`src/sac_pkg.sv`:
```
// package for the successive-approximation converter control block
package sac_pkg;
  // register byte addresses
  localparam logic [7:0] ADDR_RES_LO = 8'h78;
  localparam logic [7:0] ADDR_RES_HI = 8'h79;
  localparam logic [7:0] ADDR_CSA = 8'h7a;
  localparam logic [7:0] ADDR_CSB = 8'h7b;
  localparam logic [7:0] ADDR_SEL = 8'h7c;
  localparam logic [7:0] ADDR_TEST = 8'h7d;
  localparam logic [7:0] ADDR_DID0 = 8'h7e;
  localparam logic [7:0] ADDR_CAL = 8'hc8;
  localparam logic [7:0] ADDR_CAL2 = 8'hce;
  // reset values
  localparam logic [7:0] RST_CSA = 8'h02;
  localparam logic [7:0] RST_TEST = 8'h01;
  // control/status a field positions
  localparam int CSA_EN = 7;
  localparam int CSA_SC = 6;
  localparam int CSA_ATE = 5;
  localparam int CSA_IF = 4;
  localparam int CSA_IE = 3;
  // control/status b field positions
  localparam int CSB_ACME_HI = 7;
  localparam int CSB_ACME_LO = 6;
  localparam int CSB_COMPARATOR_TRIGGER_SELECT = 3;
  // select register field positions
  localparam int SEL_LAR = 5;
  // timing in converter clocks; SAMPLE_HALF and RESULT_HALF in half converter clocks
  localparam int INIT_CYCLES = 50;
  localparam int CONV_CYCLES = 15;
  localparam int SAMPLE_HALF = 3;
  localparam int RESULT_HALF = 29;
  localparam logic [11:0] FULL_SCALE = 12'hfff;
  // trigger source codes
  localparam logic [2:0] TS_FREE = 3'h0;
  localparam logic [2:0] TS_COMP = 3'h1;
  localparam logic [2:0] TS_EXT0 = 3'h2;
  localparam logic [2:0] TS_T0CM = 3'h3;
  localparam logic [2:0] TS_T0OV = 3'h4;
  localparam logic [2:0] TS_T1CB = 3'h5;
  localparam logic [2:0] TS_T1OV = 3'h6;
  localparam logic [2:0] TS_T1CP = 3'h7;
  // comparator 0 negative input encodings
  localparam logic [1:0] NEG_PIN = 2'h0;
  localparam logic [1:0] NEG_MUX = 2'h1;
  localparam logic [1:0] NEG_OPA = 2'h2;

  typedef struct packed {
    logic [7:0] addr;
    logic [7:0] wdata;
    logic wr;
    logic rd;
  } sac_bus_t;

  typedef struct packed {
    logic comp0;
    logic comp1;
    logic ext0;
    logic t0_cmp;
    logic t0_ovf;
    logic t1_cmpb;
    logic t1_ovf;
    logic t1_cap;
  } sac_trig_t;

  typedef struct packed {
    logic [4:0] channel_select;
    logic [1:0] reference_select;
    logic sample;
    logic enable;
  } sac_analog_t;
endpackage
```
`src/sac_ctrl.sv`:
```
// control logic of the successive-approximation converter
//**********************************************************************
// Functional notes
// prescaler counts whenever converter enable is set; the code also clears it on an auto-trigger start
// conversion starts on next converter clock edge
// normal conversion takes 15 converter clocks
// first conversion waits 50 initialisation clocks
// sample at 1.5, result at 14.5
// result, flag set, start clear together
// selections copied to active when flag sets
// software avoids select change first clock
// software changes selection only in safe windows
// input above reference yields full scale
// power-up applies low cal, spare holds high
// calibration write moves old value to spare
// right alignment splits 7:0 and 11:8
// left alignment splits 11:4 and 3:0
// start bit launches single or first conversion
// auto trigger starts on selected rising edge
// interrupt from flag, enable, global; clears
// prescaler codes give 2 up to 128
// comparator negative input selection by code
// comparator trigger select picks comparator output
// trigger source field encodes eight sources
// busy ignores triggers, start bit stays high
//**********************************************************************
`timescale 1ns/10ps
module sac_ctrl #(
  parameter logic [7:0] LOW_CAL = 8'h80,
  parameter logic [7:0] HIGH_CAL = 8'h80
) (
  input wire logic clock,
  input wire logic rst,
  input sac_pkg::sac_bus_t bus,
  output logic [7:0] rdata,
  input wire logic global_irq_enable,
  input wire logic irq_serviced,
  input sac_pkg::sac_trig_t trig_async,
  input wire logic [11:0] core_result,
  input wire logic core_above_ref,
  output sac_pkg::sac_analog_t analog,
  output logic [1:0] comp0_negative_select,
  output logic [7:0] active_reference_calibration,
  output logic irq
);
  //********************************************************************
  // registers
  //********************************************************************
  logic [7:0] csa, csb, sel_tmp, test_mode, did0, spare_cal;
  logic [7:0] res_lo, res_hi;
  logic [4:0] chan_act;
  logic [1:0] ref_act;
  logic [6:0] pre_cnt;
  logic [5:0] init_cnt;
  logic [4:0] half_cnt;
  logic ck_phase, busy, sampling, trig_prev, free_pend;
  logic trig_start;
  sac_pkg::sac_trig_t trig_m, trig_s;

  wire en = csa[sac_pkg::CSA_EN];
  wire wr_csa = bus.wr && bus.addr == sac_pkg::ADDR_CSA;
  wire wr_csb = bus.wr && bus.addr == sac_pkg::ADDR_CSB;
  wire wr_sel = bus.wr && bus.addr == sac_pkg::ADDR_SEL;
  wire wr_cal = bus.wr && bus.addr == sac_pkg::ADDR_CAL;

  //********************************************************************
  // prescaler
  //********************************************************************
  logic [6:0] pre_mask;
  always_comb begin
    case (csa[2:0])
      3'h0, 3'h1: pre_mask = 7'h00;
      3'h2: pre_mask = 7'h01;
      3'h3: pre_mask = 7'h03;
      3'h4: pre_mask = 7'h07;
      3'h5: pre_mask = 7'h0f;
      3'h6: pre_mask = 7'h1f;
      default: pre_mask = 7'h3f;
    endcase
  end
  // half-period tick of the converter clock; one half of each period
  wire half_tick = en && ((pre_cnt & pre_mask) == pre_mask);
  wire rise_tick = half_tick && ck_phase;

  always_ff @(posedge clock or posedge rst) begin
    if (rst) begin
      pre_cnt <= 7'h00;
      ck_phase <= 1'b0;
    end else if (!en || trig_start) begin
      // a trigger resets the prescaler so the start lands cleanly
      pre_cnt <= 7'h00;
      ck_phase <= 1'b0;
    end else begin
      pre_cnt <= pre_cnt + 7'h01;
      if (half_tick) begin
        ck_phase <= ~ck_phase;
      end
    end
  end

  //********************************************************************
  // triggers
  //********************************************************************
  always_ff @(posedge clock or posedge rst) begin
    if (rst) begin
      trig_m <= '0;
      trig_s <= '0;
    end else begin
      trig_m <= trig_async;
      trig_s <= trig_m;
    end
  end

  wire comp_sel = csb[sac_pkg::CSB_COMPARATOR_TRIGGER_SELECT] ? trig_s.comp1 : trig_s.comp0;
  logic trig_lvl;
  always_comb begin
    case (csb[2:0])
      sac_pkg::TS_COMP: trig_lvl = comp_sel;
      sac_pkg::TS_EXT0: trig_lvl = trig_s.ext0;
      sac_pkg::TS_T0CM: trig_lvl = trig_s.t0_cmp;
      sac_pkg::TS_T0OV: trig_lvl = trig_s.t0_ovf;
      sac_pkg::TS_T1CB: trig_lvl = trig_s.t1_cmpb;
      sac_pkg::TS_T1OV: trig_lvl = trig_s.t1_ovf;
      sac_pkg::TS_T1CP: trig_lvl = trig_s.t1_cap;
      default: trig_lvl = 1'b0;
    endcase
  end
  wire ate = csa[sac_pkg::CSA_ATE];
  wire free_mode = ate && csb[2:0] == sac_pkg::TS_FREE;
  // edges during a conversion are dropped, not queued
  assign trig_start = ate && en && !free_mode && trig_lvl && !trig_prev
                      && !busy && !csa[sac_pkg::CSA_SC];

  //********************************************************************
  // sequencer
  //********************************************************************
  wire init_done = init_cnt == 6'(sac_pkg::INIT_CYCLES);
  wire sc = csa[sac_pkg::CSA_SC];
  // start bit (or free-running restart) begins on the next rise
  wire go = rise_tick && !busy && init_done && (sc || free_pend);
  wire finish = busy && half_tick &&
                half_cnt == 5'(sac_pkg::RESULT_HALF - 1);
  wire [11:0] result = core_above_ref ? sac_pkg::FULL_SCALE
                                      : core_result;

  always_ff @(posedge clock or posedge rst) begin
    if (rst) begin
      init_cnt <= 6'h00;
      busy <= 1'b0;
      half_cnt <= 5'h00;
      sampling <= 1'b0;
      trig_prev <= 1'b0;
      free_pend <= 1'b0;
    end else begin
      trig_prev <= trig_lvl;
      if (!en) begin
        init_cnt <= 6'h00;
        busy <= 1'b0;
        sampling <= 1'b0;
        free_pend <= 1'b0;
      end else begin
        if (rise_tick && !init_done) begin
          init_cnt <= init_cnt + 6'h01;
        end
        if (go) begin
          busy <= 1'b1;
          half_cnt <= 5'h00;
          sampling <= 1'b1;
          free_pend <= 1'b0;
        end else if (busy && half_tick) begin
          half_cnt <= half_cnt + 5'h01;
          if (half_cnt == 5'(sac_pkg::SAMPLE_HALF - 1)) begin
            sampling <= 1'b0;
          end
          if (finish) begin
            busy <= 1'b0;
            free_pend <= free_mode;
          end
        end
      end
    end
  end

  //********************************************************************
  // control/status a
  //********************************************************************
  wire clr_if = (wr_csa && bus.wdata[sac_pkg::CSA_IF]) || irq_serviced;
  logic [7:0] next_csa;
  always_comb begin
    next_csa = csa;
    if (wr_csa) begin
      next_csa = {bus.wdata[7], csa[6] | bus.wdata[6], bus.wdata[5],
                  csa[4], bus.wdata[3:0]};
    end
    if (clr_if) begin
      next_csa[sac_pkg::CSA_IF] = 1'b0;
    end
    if (trig_start) begin
      next_csa[sac_pkg::CSA_SC] = 1'b1;
    end
    if (go) begin
      // free-running restarts must show busy on the start bit as well
      next_csa[sac_pkg::CSA_SC] = 1'b1;
    end
    if (finish) begin
      next_csa[sac_pkg::CSA_SC] = 1'b0;
      next_csa[sac_pkg::CSA_IF] = 1'b1; // set wins over clear
    end
    if (!next_csa[sac_pkg::CSA_EN]) begin
      next_csa[sac_pkg::CSA_SC] = 1'b0;
    end
  end

  //********************************************************************
  // register file
  //********************************************************************
  always_ff @(posedge clock or posedge rst) begin
    if (rst) begin
      csa <= sac_pkg::RST_CSA;
      csb <= 8'h00;
      sel_tmp <= 8'h00;
      test_mode <= sac_pkg::RST_TEST;
      did0 <= 8'h00;
      res_lo <= 8'h00;
      res_hi <= 8'h00;
      chan_act <= 5'h00;
      ref_act <= 2'h0;
      active_reference_calibration <= LOW_CAL;
      spare_cal <= HIGH_CAL;
    end else begin
      csa <= next_csa;
      if (wr_csb) csb <= bus.wdata;
      if (wr_sel) sel_tmp <= bus.wdata;
      if (bus.wr && bus.addr == sac_pkg::ADDR_TEST) test_mode <= bus.wdata;
      if (bus.wr && bus.addr == sac_pkg::ADDR_DID0) did0 <= bus.wdata;
      if (wr_cal) begin
        active_reference_calibration <= bus.wdata;
        spare_cal <= active_reference_calibration;
      end
      if (finish) begin
        if (sel_tmp[sac_pkg::SEL_LAR]) begin
          res_hi <= result[11:4];
          res_lo <= {result[3:0], 4'h0};
        end else begin
          res_hi <= {4'h0, result[11:8]};
          res_lo <= result[7:0];
        end
        chan_act <= sel_tmp[4:0];
        ref_act <= sel_tmp[7:6];
      end else begin
        if (bus.wr && bus.addr == sac_pkg::ADDR_RES_LO) res_lo <= bus.wdata;
        if (bus.wr && bus.addr == sac_pkg::ADDR_RES_HI) res_hi <= bus.wdata;
        if (!busy && !sc) begin
          // idle: a new selection reaches the multiplexer at once
          chan_act <= sel_tmp[4:0];
          ref_act <= sel_tmp[7:6];
        end
      end
    end
  end

  //********************************************************************
  // read port and outputs
  //********************************************************************
  logic [7:0] next_rdata;
  always_comb begin
    case (bus.addr)
      sac_pkg::ADDR_RES_LO: next_rdata = res_lo;
      sac_pkg::ADDR_RES_HI: next_rdata = res_hi;
      sac_pkg::ADDR_CSA: next_rdata = csa;
      sac_pkg::ADDR_CSB: next_rdata = {csb[7:4], 1'b0, csb[2:0]};
      sac_pkg::ADDR_SEL: next_rdata = sel_tmp;
      sac_pkg::ADDR_TEST: next_rdata = test_mode;
      sac_pkg::ADDR_DID0: next_rdata = did0;
      sac_pkg::ADDR_CAL: next_rdata = active_reference_calibration;
      sac_pkg::ADDR_CAL2: next_rdata = spare_cal;
      default: next_rdata = 8'h00;
    endcase
  end

  logic [1:0] next_neg;
  always_comb begin
    case ({csb[sac_pkg::CSB_ACME_HI], csb[sac_pkg::CSB_ACME_LO]})
      2'h0: next_neg = sac_pkg::NEG_PIN;
      2'h1: next_neg = sac_pkg::NEG_MUX;
      default: next_neg = sac_pkg::NEG_OPA;
    endcase
  end

  always_ff @(posedge clock or posedge rst) begin
    if (rst) begin
      rdata <= 8'h00;
      analog <= '0;
      comp0_negative_select <= sac_pkg::NEG_PIN;
      irq <= 1'b0;
    end else begin
      rdata <= bus.rd ? next_rdata : 8'h00;
      analog <= '{channel_select: chan_act, reference_select: ref_act,
                  sample: sampling, enable: en};
      comp0_negative_select <= next_neg;
      irq <= next_csa[sac_pkg::CSA_IF] && next_csa[sac_pkg::CSA_IE]
             && global_irq_enable;
    end
  end
endmodule

```
`config.mk`:
```
export PLATFORM = sky130hd
export DESIGN_NAME = sac_ctrl
export DESIGN_NICKNAME = d
export VERILOG_FILES = /design/src/sac_pkg.sv /design/src/sac_ctrl.sv
export SDC_FILE = /design/constraint.sdc
export NUM_CORES = 1
export LEC_CHECK = 0
export BUFFER_PORTS_ARGS = -buffer_cell sky130_fd_sc_hd__buf_4
export CAP_MARGIN = 10
export CORE_UTILIZATION = 50
export CTS_CLUSTER_DIAMETER = 80
export CTS_CLUSTER_SIZE = 8
export DETAILED_ROUTE_END_ITERATION = 8
export PLACE_DENSITY = 0.7
export SYNTH_ARGS = -nofsm -noshare
export SYNTH_HDL_FRONTEND = slang
export SYNTH_SLANG_ARGS = --single-unit
```
`constraint.sdc`:
```
create_clock -name clock -period 11.6 [get_ports clock]
set_clock_uncertainty 0.2 [all_clocks]
set_input_delay 1.16 -clock clock [delete_from_list [all_inputs] [get_ports clock]]
set_output_delay 1.16 -clock clock [all_outputs]
set_load 0.005 [all_outputs]
```
---- Yosys cells after proc, flatten, opt, wreduce, memory -nomap -nowiden ----
Cells that the tools add are included.
storage, ports and cells
  bits in registers ....................... 138
  memory bits (read-only) ................. 0
  memory bits (writable) .................. 0
  memories ................................ 0
  bits of input ports ..................... 43
  latch bits .............................. 0
  logic and storage cells ................. 173
operators by class
  $add $sub $neg .......................... 3
  mux-type cells .......................... 43
  order comparisons ....................... 0
  shift-type cells ........................ 0
  reduce and logical (&&, ||, !) cells .... 48
  bitwise gates (word level) .............. 3
  div/mod/pow operators ................... 0
  equal/unequal tests ..................... 32
  $mul .................................... 0
operators by type and width
  kind                                                              number
  8-bit case mux with 9 select lines                                1
  8-bit two-way mux                                                 8
  8-bit by 7-bit == test with 1-bit output (second input constant)  7
  6-bit case mux with 6 select lines                                1
  1-bit logical AND                                                 27
  3-bit == test (second input constant)                             7
  1-bit two-way mux                                                 21
  5-bit two-way mux                                                 4
  8-bit == test (second input constant)                             2
  3-bit by 2-bit == test with 1-bit output (second input constant)  4
  12-bit two-way mux                                                1
  6-bit two-way mux                                                 2
  2-bit nonzero test                                                5
  3-bit by 1-bit != test with 1-bit output (second input constant)  3
  7-bit by 1-bit adder with 7-bit output (second input constant)    1
  7-bit AND                                                         1
  7-bit == test                                                     1
  7-bit two-way mux                                                 1
  1-bit case mux with 7 select lines                                1
  6-bit by 1-bit adder with 6-bit output (second input constant)    1
  3-bit by 1-bit == test with 1-bit output (second input constant)  2
  6-bit == test (second input constant)                             1
  1-bit zero test                                                   6
  3-bit zero test                                                   2
  other kinds (14)                                                  19

---- Depth between registers and ports, before layout ----
  depth after elaboration ................. 13
  gate-level depth with buffers ........... 7
  depth with buffers taken out ............ 6

---- Worst setup path before layout ----
Ideal clock, no wire load.
  path kind ............................... in2reg
  start point ............................. input bus[10] in the netlist's numbering
  end point ............................... register sel_tmp[0]
  arrival ................................. 2.473 ns
  required time ........................... 11.275 ns
  slack ................................... 8.802 ns
  cell stages on the path ................. 3
  path buffers ............................ 1
  setup time .............................. 0.125 ns
  cell sequence ........................... buf_1 nor4_2 mux2_2
between the ends
  word-level cells in the longest chain between the ends .. 2
RTL lines
  element                                   line             text
  start: declaration                        sac_ctrl.sv:34   input sac_pkg::sac_bus_t bus,
  8-bit by 7-bit == test with 1-bit output  sac_ctrl.sv:63   wire wr_sel = bus.wr && bus.addr == sac_pkg::ADDR_SEL;
  1-bit logical AND                         sac_ctrl.sv:63
  end signal: assignment                    sac_ctrl.sv:233  if (wr_sel) sel_tmp <= bus.wdata;
  end: declaration                          sac_ctrl.sv:49   logic [7:0] csa, csb, sel_tmp, test_mode, did0, spare_cal;
No other way between the ends.
A chain may end at the register's enable or synchronous reset.

---- Worst setup path in the final report ----
  start point ............................. input bus[17] in the netlist's numbering
  end point ............................... register csb[2]
between the ends
  word-level cells in the longest chain between the ends .. 2
RTL lines
  element                                   line             text
  8-bit by 7-bit == test with 1-bit output  sac_ctrl.sv:62   wire wr_csb = bus.wr && bus.addr == sac_pkg::ADDR_CSB;
  1-bit logical AND                         sac_ctrl.sv:62
  end signal: assignment                    sac_ctrl.sv:232  if (wr_csb) csb <= bus.wdata;
  end: declaration                          sac_ctrl.sv:49
No other way between the ends.

==> reports/summary.txt <==
Met1 GRT Util - 0.325
Unrepaired setup endpoints after global routing - false
Clk slew on worst S/H paths - 0.06 ns
Max Cap Viol - 0
Setup bufs post-CTS - 0
Dpl hpwl - 9910 µm
Via count of the routed design - 4330
Initial DRC count - 335
Initial Util - 0.517
Fin. Hold Viols - 0
# fillers - 953
CTS root buf - clkbuf_16
Total chip power - 1.11 mW
Cts repair resizes - 0
DRT Pass-1 Iters - 4
CTS H-tree depth - 4
Nets - 622
Core ar. - 12100 µm²
Routed WL per cell - 18.8 µm
Hold buffer count at cts - 0
Share of cells above drive strength 1 - 0.340
Final setup fails - 0
Post-synth ARST share - 1.00
Final Non-Filler Cells - 754
Grt ovf - 0
Outcome - finished, final reports clean
Largest net degree at the start of global routing - 73
Syn avg cell area - 12.4 µm²
Syn Nets - 551
Pwr/cell area - 148 nW/µm²
Io pins - 71
Post-Synthesis Cells - 502
Number of enable flip-flop cells after synthesis - 0
Part of the Yosys area used for sequential elements - 0.551
Total Neg Setup Slack - 0 ns
FP Rows - 40
CTS Buffer Depth - 2
First-pass GRT wire length - 23000 µm
Die ar. - 12900 µm²
Port buffer count - 70
Total GRT Usage - 0.239
Max VDD drop - 0.110 mV
Top FF cell, synth - dfrtp_1
Max Clock Freq - 331 MHz
CTS tree - yes
Vias in the first global route - 4362
Crit path DAT - 3.12 ns
WL final - 14200 µm
DRC Markers - 0
Area of the mapped netlist - 6230 µm²
Slew @ Worst Pin - 1.08 ns
Area delta synth->final - 20.2%
Crit path launch type - input port
CP endpoint kind - flop
Util after Layout - 0.621
Met2 Use GR - 0.370
GR Util met3 - 0.0510
Worst-Skew Late Latency - 0.42 ns
Number of diodes - 0
Initial antenna violation count - 0
GRT busiest layer - met2
Clock sink count - 137
Slew headroom - 0.276
Period utilisation layout - 0.260
Register bit count reported by yosys - 137
Die W - 114 µm
Crit-path max FO - 11
Yosys warns - 0
TritonCTS Buffers - 17
Critical path class - in2reg
Synth unique cells - 58
Final GP Congestion - 0.885
CP required - 11.70 ns
Final ANT Viol Nets - 0
Hold Crit Class - reg2reg
Fin crit period - 3.02 ns
P_leak - 3.51 nW
Via density per instance - 5.74
Slew Viols, Final - 0
Die Y-Extent - 114 µm
DP Cell Count - 722
[per-stage QoR]
stage | cell area (µm²) | hold slack (ns) | setup slack, ns
floorplan | 6230 | 0.131 | 6.58
global placement | 6900 | 0.133 | 8.23
detailed placement | 6900 | 0.139 | 8.17
CTS | 7490 | 0.153 | 8.61
global route | 7490 | 0.156 | 8.44
finish | 7490 | 0.149 | 8.58
[final timing paths]
kind,from,end,slack [ns],cells after the start
worst max-delay path,bus[17],csb[2]$_DFFE_PP0P_,8.58,5
worst min-delay path,trig_m[7]$_DFF_PP0_,trig_s[7]$_DFF_PP0_,0.15,0
min in group asynchronous,rst,sel_tmp[2]$_DFFE_PP0P_,0.61,2
max in group asynchronous,rst,did0[3]$_DFFE_PP0P_,9.27,3
worst max register to register,csa[7]$_DFF_PP0_,ref_act[1]$_DFFE_PP0P_,8.76,5
worst min register to register,trig_m[7]$_DFF_PP0_,trig_s[7]$_DFF_PP0_,0.15,0
[synthesized netlist by cell type (5+ instances only)]
master	instances	area [µm²]
o21ai_0	30	150
a22oi_1	8	60.1
o22ai_1	11	68.8
clkbuf_1	10	37.5
mux2i_1	43	430
inv_1	9	33.8
nand3_1	14	70.1
nand4_1	5	31.3
dfrtp_1	133	3330
ha_1	6	75.1
nor2_1	23	86.3
a21oi_1	19	95.1
mux2_2	73	822
nand2_1	24	90.1
buf_2	5	25.0
nand2b_1	7	43.8
[critical path: stages]
cell	delay (ns)
buf_4	0.12
and4b_1	0.51
nand3_1	0.24
nor3_2	0.67
mux2_2	0.41
[power breakdown]
part           internal, mW  total (mW)  switching, mW
registers             0.495       0.508         0.0124
clock network         0.324       0.532          0.209
logic                0.0323      0.0709         0.0387
total                 0.851        1.11          0.260
[sequential cells by signal (all words and copies together) (netlist names), 6 cells and up]
register and flops:
active_reference_calibration 8, analog 9, csa 8, csb 8, did0 8, init_cnt 6
pre_cnt 6, rdata 8, res_hi 8, res_lo 8, sel_tmp 8, spare_cal 8
test_mode 8, trig_m 8, trig_s 8
[cell type report]
class                   instances  area (µm²)  share of cell area
multi-input cells             335        2670               0.357
repair buffers                 73         548              0.0732
clock inverters                13         146              0.0195
clock buffers                  19         443              0.0591
flip-flops and latches        137        3430               0.458
well taps                     168         210              0.0281
inverters                       9        38.8             0.00518
[cells in the final DEF (no fill, tap or decap), types with 11 or more instances in the layout]
cell	n
clkbuf_16	17
o22ai_1	11
dfrtp_1	133
nand2_1	24
a21oi_1	19
mux2i_1	43
nor2_1	23
o21ai_0	30
nand3_1	14
buf_4	73
mux2_2	73
[routing by layer]
metal	wire, µm	part of all wire
met4	359	0.025
met2	6660	0.47
met3	604	0.043
met1	6580	0.46
met5	0	0
[cell families (layout without fill, tap and decap cells)]
group / after synthesis / after routing / share of synthesized area
DFF: 137 / 137 / 0.551
xor gates and xnor gates: 5 / 5 / 0.00703
buffers and inverters: 30 / 114 / 0.0221
adders and majority gates: 6 / 6 / 0.0120
and+or+nand+nor: 111 / 111 / 0.106
AOI/OAI and AO/OA: 95 / 95 / 0.0941
muxes: 118 / 118 / 0.208
No activity file was read; power rests on OpenSTA's default activity.
